**src/hw/led_bank_defs.svh**
```systemverilog
`ifndef LED_BANK_DEFS_SVH
`define LED_BANK_DEFS_SVH

// fixed 7-bit slave address, binary 1100110
`define BUS_SLAVE_ADDR      7'h66

// register addresses
`define PAIR_A_CODE_ADDR    8'h00
`define PAIR_B_CODE_ADDR    8'h01
`define PAIR_C_CODE_ADDR    8'h02
`define ON_OFF_MASK_ADDR    8'h03

// register reset value
`define REG_RESET_VALUE     8'h00

// field positions
`define CODE_MSB            5
`define MASK_MSB            5
`define ADDR_BYTE_RW_BIT    0

// value shown for a read of an unmapped address
`define UNMAPPED_READ_VALUE 8'h00

// last bit index within a byte
`define BYTE_LAST_BIT       3'h7

`endif

```
**src/hw/led_bank_pkg.sv**
```systemverilog
package led_bank_pkg;

	typedef enum logic [3:0] {
		BUS_IDLE,
		BUS_ADDR,
		BUS_ADDR_ACK,
		BUS_REG,
		BUS_REG_ACK,
		BUS_WDATA,
		BUS_WDATA_ACK,
		BUS_RDATA,
		BUS_RDATA_ACK
	} bus_state_e;

	typedef struct packed {
		logic scl_prev;
		logic sda_prev;
	} line_watch_s;

	typedef struct packed {
		bus_state_e st;
		logic [2:0] bit_cnt;
		logic       byte_done;
		logic [7:0] shift;
		logic [7:0] reg_ptr;
		logic       rd_req;
		logic       drive_low;
		logic [7:0] pair_a_current_code;
		logic [7:0] pair_b_current_code;
		logic [7:0] pair_c_current_code;
		logic [7:0] channel_on_off_mask;
		logic       enable_prev;
		logic       mode_reselect;
	} bank_state_s;

endpackage

```
**src/hw/bus_line_watch.sv**
```systemverilog
`timescale 1ns/1ps
module bus_line_watch
	import led_bank_pkg::*;
(
	input  wire logic mclk,
	input  wire logic rst_n,
	input  wire logic scl,
	input  wire logic sda,
	output logic      scl_rise,
	output logic      scl_fall,
	output logic      start_seen,
	output logic      stop_seen
);

	line_watch_s q;
	line_watch_s next_q;

	// remember last line levels
	always_comb begin
		next_q          = q;
		next_q.scl_prev = scl;
		next_q.sda_prev = sda;
		if (!rst_n) begin
			next_q.scl_prev = 1'b1;
			next_q.sda_prev = 1'b1;
		end
	end

	always_ff @(posedge mclk) begin
		q <= next_q;
	end

	// edges of the clock line, and data edges while the clock line stays high
	assign scl_rise   = scl & ~q.scl_prev;
	assign scl_fall   = ~scl & q.scl_prev;
	assign start_seen = scl & q.scl_prev & q.sda_prev & ~sda;
	assign stop_seen  = scl & q.scl_prev & ~q.sda_prev & sda;

endmodule

```
**src/hw/led_current_register_bank.sv**
```systemverilog
// Behaviour
// Four 8-bit registers (three pair-current codes and one on/off mask) are written and read over the two-wire bus.
// Address 0 holds the current code shared by both sinks of pair one.
// Address 1 holds the current code shared by both sinks of pair two.
// Address 2 holds the current code shared by both sinks of pair three.
// Address 3 holds one on bit per sink, bits 0 to 5 in the order pair one first/second, pair two first/second, pair three first/second.
// Every write to the on/off mask pulses a request to re-select the 1x or 1.5x pump mode.
// Bits 5 to 0 of a pair-current register form code N giving 0.5 mA times N plus one.
// Bits 7 and 6 of every register play no part in current codes or sink enables.
// While the enable input is low all sinks are off, and on its rise the device starts with every sink at zero current.
// The device answers slave address 1100110 and acknowledges slave address, register address and data bytes.
// A read is a register-address write, repeated start, address with read bit, one data byte, master not-acknowledge and stop.
// Reset clears all four registers, and accesses to addresses above 3 change no setting.
`timescale 1ns/1ps
`include "led_bank_defs.svh"
module led_current_register_bank
	import led_bank_pkg::*;
(
	input  wire logic       mclk,
	input  wire logic       rst_n,
	input  wire logic       enable,
	input  wire logic       scl,
	input  wire logic       sda_in,
	output logic            sda_out,
	output logic            sda_oe,
	output logic [5:0]      pair_one_code,
	output logic [5:0]      pair_two_code,
	output logic [5:0]      pair_three_code,
	output logic            pair_one_first_sink,
	output logic            pair_one_second_sink,
	output logic            pair_two_first_sink,
	output logic            pair_two_second_sink,
	output logic            pair_three_first_sink,
	output logic            pair_three_second_sink,
	output logic            mode_reselect
);

	bank_state_s q;
	bank_state_s next_q;
	logic        scl_rise;
	logic        scl_fall;
	logic        start_seen;
	logic        stop_seen;
	logic [7:0]  read_value;

	// bus line events
	bus_line_watch u_watch (
		.mclk       (mclk),
		.rst_n      (rst_n),
		.scl        (scl),
		.sda        (sda_in),
		.scl_rise   (scl_rise),
		.scl_fall   (scl_fall),
		.start_seen (start_seen),
		.stop_seen  (stop_seen)
	);

	// read data for the addressed register
	always_comb begin
		case (q.reg_ptr)
			`PAIR_A_CODE_ADDR: read_value = q.pair_a_current_code;
			`PAIR_B_CODE_ADDR: read_value = q.pair_b_current_code;
			`PAIR_C_CODE_ADDR: read_value = q.pair_c_current_code;
			`ON_OFF_MASK_ADDR: read_value = q.channel_on_off_mask;
			default:           read_value = `UNMAPPED_READ_VALUE;
		endcase
	end

	// bus slave, register store and mode re-select request
	always_comb begin
		next_q               = q;
		next_q.mode_reselect = 1'b0;
		next_q.enable_prev   = enable;

		// count a bit on each rising clock edge, flag the eighth
		if (scl_rise) begin
			next_q.bit_cnt = q.bit_cnt + 3'h1;
			if (q.bit_cnt == `BYTE_LAST_BIT) begin
				next_q.byte_done = 1'b1;
			end
		end

		case (q.st)
			BUS_IDLE: begin
				next_q.drive_low = 1'b0;
			end
			BUS_ADDR: begin
				if (scl_rise) begin
					next_q.shift = {q.shift[6:0], sda_in};
				end else if (scl_fall && q.byte_done) begin
					next_q.byte_done = 1'b0;
					if (q.shift[7:1] == `BUS_SLAVE_ADDR) begin
						next_q.rd_req    = q.shift[`ADDR_BYTE_RW_BIT];
						next_q.drive_low = 1'b1;
						next_q.st        = BUS_ADDR_ACK;
					end else begin
						next_q.st = BUS_IDLE;
					end
				end
			end
			BUS_ADDR_ACK: begin
				if (scl_fall) begin
					next_q.bit_cnt   = 3'h0;
					next_q.byte_done = 1'b0;
					if (q.rd_req) begin
						next_q.shift     = read_value;
						next_q.drive_low = ~read_value[7];
						next_q.st        = BUS_RDATA;
					end else begin
						next_q.drive_low = 1'b0;
						next_q.st        = BUS_REG;
					end
				end
			end
			BUS_REG: begin
				if (scl_rise) begin
					next_q.shift = {q.shift[6:0], sda_in};
				end else if (scl_fall && q.byte_done) begin
					next_q.byte_done = 1'b0;
					next_q.reg_ptr   = q.shift;
					next_q.drive_low = 1'b1;
					next_q.st        = BUS_REG_ACK;
				end
			end
			BUS_REG_ACK: begin
				if (scl_fall) begin
					next_q.bit_cnt   = 3'h0;
					next_q.byte_done = 1'b0;
					next_q.drive_low = 1'b0;
					next_q.st        = BUS_WDATA;
				end
			end
			BUS_WDATA: begin
				if (scl_rise) begin
					next_q.shift = {q.shift[6:0], sda_in};
				end else if (scl_fall && q.byte_done) begin
					next_q.byte_done = 1'b0;
					next_q.drive_low = 1'b1;
					next_q.st        = BUS_WDATA_ACK;
					// store, addresses above 3 are acknowledged but ignored
					case (q.reg_ptr)
						`PAIR_A_CODE_ADDR: next_q.pair_a_current_code = q.shift;
						`PAIR_B_CODE_ADDR: next_q.pair_b_current_code = q.shift;
						`PAIR_C_CODE_ADDR: next_q.pair_c_current_code = q.shift;
						`ON_OFF_MASK_ADDR: begin
							next_q.channel_on_off_mask = q.shift;
							next_q.mode_reselect       = 1'b1;
						end
						default: next_q.reg_ptr = q.reg_ptr;
					endcase
				end
			end
			BUS_WDATA_ACK: begin
				// one data byte per write; further bytes are not acknowledged
				if (scl_fall) begin
					next_q.drive_low = 1'b0;
					next_q.st        = BUS_IDLE;
				end
			end
			BUS_RDATA: begin
				if (scl_fall) begin
					if (q.byte_done) begin
						next_q.byte_done = 1'b0;
						next_q.drive_low = 1'b0;
						next_q.st        = BUS_RDATA_ACK;
					end else begin
						next_q.shift     = {q.shift[6:0], 1'b0};
						next_q.drive_low = ~q.shift[6];
					end
				end
			end
			BUS_RDATA_ACK: begin
				// master not-acknowledge ends the read, acknowledge repeats it
				if (scl_rise) begin
					if (sda_in) begin
						next_q.st = BUS_IDLE;
					end
				end else if (scl_fall) begin
					// byte_done was cleared on entry, so the ninth fall alone reloads
					next_q.byte_done = 1'b0;
					next_q.bit_cnt   = 3'h0;
					next_q.shift     = read_value;
					next_q.drive_low = ~read_value[7];
					next_q.st        = BUS_RDATA;
				end
			end
			default: begin
				next_q.st        = BUS_IDLE;
				next_q.drive_low = 1'b0;
			end
		endcase

		// start and stop override any byte in progress
		if (start_seen) begin
			next_q.st        = BUS_ADDR;
			next_q.bit_cnt   = 3'h0;
			next_q.byte_done = 1'b0;
			next_q.drive_low = 1'b0;
		end else if (stop_seen) begin
			next_q.st        = BUS_IDLE;
			next_q.drive_low = 1'b0;
		end

		// shutdown holds the four registers, bus state and data drive cleared; leaving it asks for a mode pick
		if (!enable) begin
			next_q.st                  = BUS_IDLE;
			next_q.drive_low           = 1'b0;
			next_q.byte_done           = 1'b0;
			next_q.pair_a_current_code = `REG_RESET_VALUE;
			next_q.pair_b_current_code = `REG_RESET_VALUE;
			next_q.pair_c_current_code = `REG_RESET_VALUE;
			next_q.channel_on_off_mask = `REG_RESET_VALUE;
		end else if (!q.enable_prev) begin
			next_q.mode_reselect = 1'b1;
		end

		// synchronous reset
		if (!rst_n) begin
			next_q.st                  = BUS_IDLE;
			next_q.bit_cnt             = 3'h0;
			next_q.byte_done           = 1'b0;
			next_q.shift               = 8'h00;
			next_q.reg_ptr             = 8'h00;
			next_q.rd_req              = 1'b0;
			next_q.drive_low           = 1'b0;
			next_q.pair_a_current_code = `REG_RESET_VALUE;
			next_q.pair_b_current_code = `REG_RESET_VALUE;
			next_q.pair_c_current_code = `REG_RESET_VALUE;
			next_q.channel_on_off_mask = `REG_RESET_VALUE;
			next_q.enable_prev         = 1'b0;
			next_q.mode_reselect       = 1'b0;
		end
	end

	always_ff @(posedge mclk) begin
		q <= next_q;
	end

	// open-drain data line: only ever pulled low
	assign sda_out = 1'b0;
	assign sda_oe  = q.drive_low;

	// codes and sink enables; top two bits are not used
	assign pair_one_code          = q.pair_a_current_code[`CODE_MSB:0];
	assign pair_two_code          = q.pair_b_current_code[`CODE_MSB:0];
	assign pair_three_code        = q.pair_c_current_code[`CODE_MSB:0];
	assign pair_one_first_sink    = q.channel_on_off_mask[0];
	assign pair_one_second_sink   = q.channel_on_off_mask[1];
	assign pair_two_first_sink    = q.channel_on_off_mask[2];
	assign pair_two_second_sink   = q.channel_on_off_mask[3];
	assign pair_three_first_sink  = q.channel_on_off_mask[4];
	assign pair_three_second_sink = q.channel_on_off_mask[`MASK_MSB];
	assign mode_reselect          = q.mode_reselect;

endmodule

```
**config.mk**
```make
export PLATFORM = sky130hd
export DESIGN_NAME = led_current_register_bank
export DESIGN_NICKNAME = d
export VERILOG_FILES = /design/src/hw/led_bank_pkg.sv /design/src/hw/bus_line_watch.sv /design/src/hw/led_current_register_bank.sv
export VERILOG_INCLUDE_DIRS = /design/src /design/src/hw
export SDC_FILE = /design/constraint.sdc
export NUM_CORES = 1
export LEC_CHECK = 0
export BUFFER_PORTS_ARGS = -buffer_cell sky130_fd_sc_hd__buf_2
export CAP_MARGIN = 20
export CORE_UTILIZATION = 45
export DETAILED_ROUTE_END_ITERATION = 16
export GPL_TIMING_DRIVEN = 0
export PLACE_DENSITY = 0.67
export SYNTH_ARGS = -nofsm -noshare
export SYNTH_HDL_FRONTEND = slang
export SYNTH_SLANG_ARGS = --single-unit
```
**constraint.sdc**
```tcl
create_clock -name mclk -period 2.3 [get_ports mclk]
set_input_delay 0.345 -clock mclk [delete_from_list [all_inputs] [get_ports mclk]]
set_output_delay 0.345 -clock mclk [all_outputs]
set_load 0.02 [all_outputs]
```
* After elaboration in Yosys (flattened, before gate mapping)
Cells that the tools add are included. Widths: inputs -> output; s select.
Operators by class: add/sub/neg operators 1, eq/ne operators 47, mux-type cells 58, bitwise operators 17, reduce and logical (&&, ||, !) cells 20
Operators with widths (number):
- $mux 33 | 2
- $mux 8 | 8
- $pmux 8 s4 | 2
- $mux 4 | 12
- $ne 4x4->1 const B | 11
- $pmux 4 s9 | 1
- $mux 16 | 2
- $ne 2x2->1 const B | 16
- $reduce_and 14->1 | 2
- $mux 1 | 24
- $reduce_and 4->1 | 5
- $eq 4x3->1 const B | 4
- $eq 8x2->1 const B | 2
- $mux 12 | 1
- $reduce_and 12->1 | 1
- $ne 5x5->1 const B | 2
- $not 1->1 | 10
- $mux 9 | 1
- $ne 3x3->1 const B | 3
- $pmux 3 s3 | 1
- $eq 4x2->1 const B | 2
- $eq 8x1->1 const B | 1
- $logic_not 8->1 | 1
- $reduce_and 8->1 | 1
- other kinds (19) | 28
Storage, ports and cells: register bits after elaboration 62, input port bits 5, output and inout bits 27

* Longest topological paths before layout
Gate-level depths: netlist of run 1.
word-level depth 8, gate-level depth with buffers 9

* By module
A second synthesis of run 1 with hierarchy kept.
Unflattened totals: cells, all modules 351, area total of the unflattened synthesis 3402.0 sq um
Modules (own cells, without submodules):
- led_current_register_bank | instances 1, cells an instance 343, area each 3316.9 sq um, sequential area each 1201.2 sq um
- bus_line_watch | instances 1, cells an instance 8, area each 85.1 sq um, sequential area each 40.0 sq um

* Worst setup path before layout of run 1
No wires, ideal clock.
path kind in2reg, start point in scl, end point reg q[52] (netlist bit), arrival time 1.789 ns, path slack 0.408 ns, stages on the path 7, path through inv_1 -> ha_1 -> buf_2 -> or4b_1 -> o211a_1 -> or2_0 -> a2111oi_2
Between the ends: longest elaborated chain between the ends 6
Ends and longest elaborated chain:
- start: declaration | RTL line led_current_register_bank.sv:22 | input wire logic scl,
- $not 1->1 | RTL line bus_line_watch.sv:35 | assign scl_fall = ~scl & q.scl_prev;
- $and 1x1->1 | RTL line bus_line_watch.sv:35
- $logic_and 1x1->1 | RTL line led_current_register_bank.sv:90, led_current_register_bank.sv:118, led_current_register_bank.sv:136
- $mux 1 | RTL line led_current_register_bank.sv:90, led_current_register_bank.sv:118, led_current_register_bank.sv:136
- $mux 1 | RTL line led_current_register_bank.sv:88 | if (scl_rise) begin
- $pmux 1 s5 | RTL line led_current_register_bank.sv:83 | case (q.st)
- end signal: assignment | RTL line led_current_register_bank.sv:236 | q <= next_q;
- end: declaration | RTL line led_current_register_bank.sv:38 | bank_state_s q;
Parallel ways exist; a longest one is shown, timed or not. The select of a mux whose other input is x is not followed. A chain may end at the register's enable or synchronous reset.

* Worst setup path in the final report of run 1
start point reg u_watch.q[1] (netlist bit), end point reg q, in the netlist pair_three_code[0]
Between the ends: longest elaborated chain between the ends 4
Ends and longest elaborated chain:
- start: declaration | RTL line bus_line_watch.sv:15 | line_watch_s q;
- start signal: assignment | RTL line bus_line_watch.sv:30 | q <= next_q;
- $not 1->1 | RTL line bus_line_watch.sv:34 | assign scl_rise = scl & ~q.scl_prev;
- $and 1x1->1 | RTL line bus_line_watch.sv:34
- $not 1->1 (no source line)
- $reduce_and 4->1 (no source line) (*)
Every way passes the cells marked *; elsewhere a longest branch is shown, timed or not.

==> results by group, run 1 <==
Floorplanning
  – Initial core utilization: 46.9%
  – Die height: 89.2 µm
  – Die area: 0.00795 mm²
  – Core Box Area: 0.00729 mm²
  – Row cnt: 31
  – IO Count: 32
  – Die Wd: 89.2 µm

Min path
  – Hold Path Depth: 3
  – Worst min path class: input port to flop

Power and ir drop
  – Leakage power: 1.63 nW
  – Combinational Power Share: 8.2%
  – Clock power share: 46.1%
  – Worst vdd ir: 312 µV
  – Sequential Power Share: 45.7%
  – PD cells: 615 mW/mm²
  – P_int: 1.83 mW
  – P_sw: 590 µW
  – Total power: 2.42 mW
  – Switching share of power: 24.3%

Clocking
  – PostCTS Resize Cnt: 0
  – CTS clk-pin slew, worst paths: 0.07 ns
  – Num CTS Buffers: 9
  – H-tree depth: 3
  – CTS tree: yes
  – Hold buffer count at CTS: 0
  – Skew-Pair Late Insertion Delay: 0.35 ns
  – Clk sinks: 62
  – Postcts setup bufs: 0
  – Maximum buffer depth of the clock tree: 2
  – Root Driver: clkbuf_8

Critical path
  – CP startpoint kind: flop
  – Max incr delay on CP: 0.36 ns
  – R2r worst-path depth: 9
  – CP Capture Type: flop
  – Crit path arrival time: 2.34 ns
  – Critical Path Most Common Cell: buf_4
  – WP data required: 2.52 ns
  – Crit-path slowest cell: dfxtp_1
  – Critical-path cell list: inv_1, ha_1, buf_4, and3b_2, nand4_4, nor3b_1, buf_4, mux2i_1, nor2_1
  – Highest fanout seen on the critical path: 10
  – Worst Setup Path Type: flop to flop

STA
  – Worst slew margin: 62.6%
  – Worst Max-Slew Pin Slew: 0.559 ns
  – Setup violators final: 0
  – Max Fclk: 0.471 GHz
  – RSZ-0062 raised after global routing: false
  – Final min period: 2.12 ns
  – Skew final: 0.00972 ns
  – Final Cycle Share: 92.3%
  – Final Max Tran Viols: 0
  – Hold Fails Final Rpt: 0

Synth
  – Mean post-synth cell area: 9.74 µm²
  – Register area share after synthesis: 36.3%
  – Synth top area share: 36.3%
  – Post-Syn Instances: 351
  – Post-synth EDFFs: 0
  – Synth Flop Type: dfxtp_1
  – Leading area contributor after synthesis: dfxtp_1
  – Largest cells by area after synthesis: dfxtp_1 36%, mux2i_1 13%, buf_4 5.3%
  – Synthesized cell area: 0.00342 mm²
  – Asr flop ratio synth: 0%
  – Yosys reg bits: 62
  – Synthesized net count: 361
  – Synth cell types: 68
  – Total number of yosys warnings: 0

Layout
  – Layout cells sized above 1: 26.6%
  – Fin util: 54.0%
  – Layout area overhead: 15.3%
  – Design area: 0.00394 mm²
  – FF/Latch Area: 0.00124 mm²
  – Final #Nets: 404
  – Multi-input combinational cell area: 0.00186 mm²
  – Fill count: 721
  – Leading cell type in the layout, fill and taps excluded: dfxtp_1
  – N_diodes: 0
  – Highest-count cells in the layout ignoring fill and taps: 62 x dfxtp_1, 46 x nor2_1, 44 x mux2i_1

GRT
  – Global-route wire length before repair: 12900 µm
  – Initial antenna violation count: 0
  – Vias in the first global route: 2530
  – Total global routing overflow: 0
  – Total track usage: 21.9%
  – Largest net degree at the start of global routing: 12

Place
  – Placed cell areas: 0.00369 mm²
  – PortBufs: 30
  – DP HPWL: 5660 µm
  – Placer congestion estimate: 0.859

Run status
  – Outcome: finished, final reports clean

Detailed routing
  – Vias per inst: 5.51
  – Residual DRC count: 0
  – Via Count: 2746
  – Pre-antenna DRT Iters: 4
  – DR iter-0 viols: 135
  – Wirelength per Cell: 16.0 µm
  – Routed WL: 7980 µm
  – Routed Antenna Nets: 0

Run
  – Max Cap Viol: 0
## power by group through the flow
stage / clock network [mW] / registers (mW) / logic, mW
floorplan: 0 / 1.13 / 0.143
global placement: 0 / 1.13 / 0.197
detailed placement: 0 / 1.13 / 0.199
CTS: 1.13 / 1.11 / 0.200
global route: 1.17 / 1.11 / 0.218
finish: 1.12 / 1.11 / 0.199
## flip-flops by register name (all words and copies together) (netlist names)
| register | flops |
|---|---|
| u_watch.q | 2 |
| pair_three_first_sink | 1 |
| pair_two_first_sink | 1 |
| sda_oe | 1 |
| mode_reselect | 1 |
| pair_two_second_sink | 1 |
| q | 34 |
| pair_two_code | 6 |
| pair_one_code | 6 |
| pair_one_second_sink | 1 |
| pair_three_code | 6 |
| pair_three_second_sink | 1 |
| pair_one_first_sink | 1 |
## synthesized netlist by cell type (6+ instances only)
library cell   n
nor2_1        46
nand2_1       11
nand2b_1       6
a21oi_1        7
inv_1          6
mux4_2         8
a32oi_1        7
mux2i_1       44
o211a_1        9
nand3_1        9
dfxtp_1       62
clkbuf_1      12
buf_4         24
nor2b_1       14
buf_2          7
## kinds of logic after synthesis
group	after synthesis	share of synthesized area (%)
compound gates	52	13.2
flops	62	36.3
buf+inv	53	9.37
xor+xnor	3	0.769
simple gates	123	20.3
mux	52	18.1
other cells	1	0.110
fa+ha+maj	5	1.83
## through the flow
| stage | hold WS (ns) | setup slack, ns | instances | TNS, ns |
|---|---|---|---|---|
| 2_1_floorplan | 0.445 | 0.408 | 351 | 0 |
| 3_3_place_gp | 0.470 | -0.00125 | 480 | -0.00125 |
| 3_5_place_dp | 0.482 | -0.0446 | 480 | -0.256 |
| 4_1_cts | 0.222 | 0.115 | 496 | 0 |
| 5_1_grt | 0.233 | 0.00220 | 498 | 0 |
| 6_report | 0.227 | 0.176 | 498 | 0 |
## critical path, delay by kind of cell (launching register included)
| kind | cells | cell delay (ns) |
|---|---|---|
| adder cells (fa/ha/maj) | 1 | 0.20 |
| buffers and inverters | 3 | 0.48 |
| flip-flops | 1 | 0.36 |
| multiplexers | 1 | 0.21 |
| AND/OR/NAND/NOR | 4 | 0.74 |
## worst paths after layout
check                     from            endpoint  slack (ns)
setup / recovery  u_watch.q[1]  pair_three_code[0]        0.18
hold / removal             scl        u_watch.q[1]        0.23
setup reg to reg  u_watch.q[1]  pair_three_code[0]        0.18
hold reg to reg           q[9]                q[9]        0.50
## per-layer routing
metal / vias to the layer above / wire length, µm / global-route usage (%) / share of wire (%)
li1: 1324 / - / - / -
met1: 1338 / 3690 / 28.7 / 46
met2: 70 / 3790 / 34.9 / 47
met3: 14 / 343 / 4.62 / 4.3
met4: 0 / 159 / 9.67 / 2.0
met5: - / 0 / 0 / 0
## area by class of cell
type	instances	share of cell area [%]
repair buffers	32	4.19
well taps	99	3.14
clock inverters	5	2.06
clock buffers	11	3.84
inverters	7	0.667
flip-flops and latches	62	31.5
plain buffers	46	7.46
multi-input cells	236	47.1
No activity file was read; power rests on OpenSTA's default activity.
==> run 2, diff against run 1 <==
- CTS_CLUSTER_DIAMETER: default -> 30
- PLACE_DENSITY: 0.67 -> default
- PLACE_DENSITY_LB_ADDON: default -> 0.3
==> results by group, run 2 (synthesis results as in run 1) <==
Layout
  – Biggest register: q
  – Layout cells sized above 1: 26.4% (-0.18 points)
  – Highest-count cells in the layout ignoring fill and taps: 62 x dfxtp_1, 46 x nor2_1, 44 x mux2i_1
  – N_diodes: 0 (unchanged)
  – Max FFs per register: 34 (unchanged)
  – Leading cell type in the layout, fill and taps excluded: dfxtp_1
  – Fill count: 691 (-4.2%)
  – Final #Nets: 403 (-0.25%)
  – Layout area overhead: 15.1%
  – FF/Latch Area: 0.00124 mm² (unchanged)
  – Multi-input combinational cell area: 0.00186 mm² (unchanged)
  – Design area: 0.00394 mm² (-0.16%)

Detailed routing
  – Pre-antenna DRT Iters: 5 (+1)
  – Wirelength per Cell: 17.2 µm (+7.0%)
  – Vias per inst: 5.67 (+2.9%)
  – Routed WL: 8530 µm (+6.8%)
  – DR iter-0 viols: 172 (+27%)
  – Residual DRC count: 0 (unchanged)
  – Routed Antenna Nets: 0 (unchanged)
  – Via Count: 2820 (+2.7%)

STA
  – Worst Max-Slew Pin Slew: 0.538 ns (-0.0213 ns)
  – Setup TNS: 0 ns (unchanged)
  – Post-route setup slack: 0.176 ns (-0.000604 ns)
  – Final Cycle Share: 92.4% (about the same)
  – RSZ-0062 raised after global routing: false
  – Final Max Tran Viols: 0 (unchanged)
  – Skew final: 0.0126 ns (+0.00284 ns)
  – Max Fclk: 0.471 GHz (about the same)
  – Setup violators final: 0 (unchanged)
  – Worst slew margin: 63.8% (+1.2 points)
  – Min Hold Slack: 0.231 ns (+0.00356 ns)
  – Final min period: 2.12 ns (+0.000604 ns)
  – Hold Fails Final Rpt: 0 (unchanged)

Place
  – DP HPWL: 5860 µm (+3.5%)
  – Placer congestion estimate: 0.959 (+12%)
  – Setup WS pre-CTS: -0.0159 ns (+0.0287 ns)
  – PortBufs: 30 (unchanged)
  – Placed cell areas: 0.00369 mm² (unchanged)

Power and ir drop
  – Sequential Power Share: 46.2% (+0.5 points)
  – P_sw: 618 µW (+4.6%)
  – P_int: 1.78 mW (-3.1%)
  – Combinational Power Share: 8.4% (+0.2 points)
  – Leakage power: 1.61 nW (-0.77%)
  – Switching share of power: 25.8% (+1.4 points)
  – Clock power share: 45.4% (-0.7 points)
  – Worst vdd ir: 401 µV (+28%)
  – PD cells: 609 mW/mm² (-1.0%)

GRT
  – Largest net degree at the start of global routing: 13 (+1)
  – Total track usage: 23.2% (+1.3 points)
  – Initial antenna violation count: 0 (unchanged)
  – Global-route wire length before repair: 13600 µm (+5.7%)
  – Vias in the first global route: 2634 (+4.1%)
  – Total global routing overflow: 0 (unchanged)

Floorplanning
  – Die height: 89.2 µm (unchanged)
  – Core Box Area: 0.00729 mm² (unchanged)
  – Die area: 0.00795 mm² (unchanged)
  – Row cnt: 31 (unchanged)
  – Initial core utilization: 46.9% (unchanged)
  – IO Count: 32 (unchanged)
  – Die Wd: 89.2 µm (unchanged)

Clocking
  – Root Driver: clkbuf_8
  – Skew-Pair Late Insertion Delay: 0.35 ns (about the same)
  – Num CTS Buffers: 9 (unchanged)
  – Maximum buffer depth of the clock tree: 2 (unchanged)
  – CTS tree: yes
  – Clk sinks: 62 (unchanged)
  – H-tree depth: 3 (unchanged)
  – CTS clk-pin slew, worst paths: 0.07 ns (about the same)

Critical path
  – CP Capture Type: flop
  – Worst Setup Path Type: flop to flop
  – WP data required: 2.52 ns (about the same)
  – Highest fanout seen on the critical path: 10 (unchanged)
  – CP startpoint kind: flop
  – Crit path arrival time: 2.35 ns (about the same)

Min path
  – Worst min path class: input port to flop

Run status
  – Outcome: finished, final reports clean

Run
  – Max Cap Viol: 0 (unchanged)
run 2: cell types whose count changed in the layout (fill, tap and decap cells not counted), sizes merged:
cell      change
buf           -1
clkbuf        -2
clkinvlp      +1
inv           +1
run 2: layout make-up:
type | count | area share [%]
Multi-Input combinational cell | 236 | 47.2
Sequential cell | 62 | 31.5
Buffer | 46 | 7.47
Timing Repair Buffer | 31 | 4.32
Clock buffer | 9 | 3.15
Tap cell | 99 | 3.15
Clock inverter | 7 | 2.48
Inverter | 7 | 0.668
run 2: critical path, cell delays in order (launching register included):
cell	delay, ns
dfxtp_1	0.36
inv_1	0.05
ha_1	0.19
buf_4	0.19
and3b_2	0.32
nand4_4	0.14
nor3b_1	0.22
buf_4	0.25
mux2i_1	0.22
nor2_1	0.06
run 2: through the flow:
| step | instances | total power, mW | util, % |
|---|---|---|---|
| 2_1_floorplan | 351 | 1.27 | - |
| 3_3_place_gp | 480 | 1.33 | 50.7 |
| 3_5_place_dp | 480 | 1.33 | 50.7 |
| 4_1_cts | 496 | 2.40 | 53.7 |
| 5_1_grt | 497 | 2.47 | 54.0 |
| 6_report | 497 | 2.39 | 54.0 |
run 2: timing repair:
| item | 4_1_cts | 5_1_grt |
|---|---|---|
| setup endpoints to repair | 0 | 3 |
| setup buffers | 0 | 1 |
| gates resized for setup | 0 | 0 |
| hold buffers | 0 | 0 |
run 2: final timing paths:
check        slack (ns)  cells after the start               end         start
max                0.18                      9  pair_two_code[2]  u_watch.q[1]
min                0.23                      3      u_watch.q[1]           scl
max reg2reg        0.18                      9  pair_two_code[2]  u_watch.q[1]
min reg2reg        0.49                      2             q[32]         q[32]
run 2: power by group through the flow:
stage               clock (mW)  sequential [mW]  combinational, mW
finish                    1.09             1.11              0.202
global route              1.14             1.11              0.218
CTS                       1.10             1.11              0.199
detailed placement           0             1.13              0.199
global placement             0             1.13              0.197
floorplan                    0             1.13              0.143
run 2: metal layers:
| metal | vias to the layer above | track usage [%] | wire (µm) |
|---|---|---|---|
| met5 | - | 0 | 0 |
| met3 | 14 | 3.23 | 441 |
| met2 | 103 | 39.1 | 4200 |
| met4 | 0 | 11.1 | 185 |
| li1 | 1328 | - | - |
| met1 | 1375 | 29.3 | 3700 |
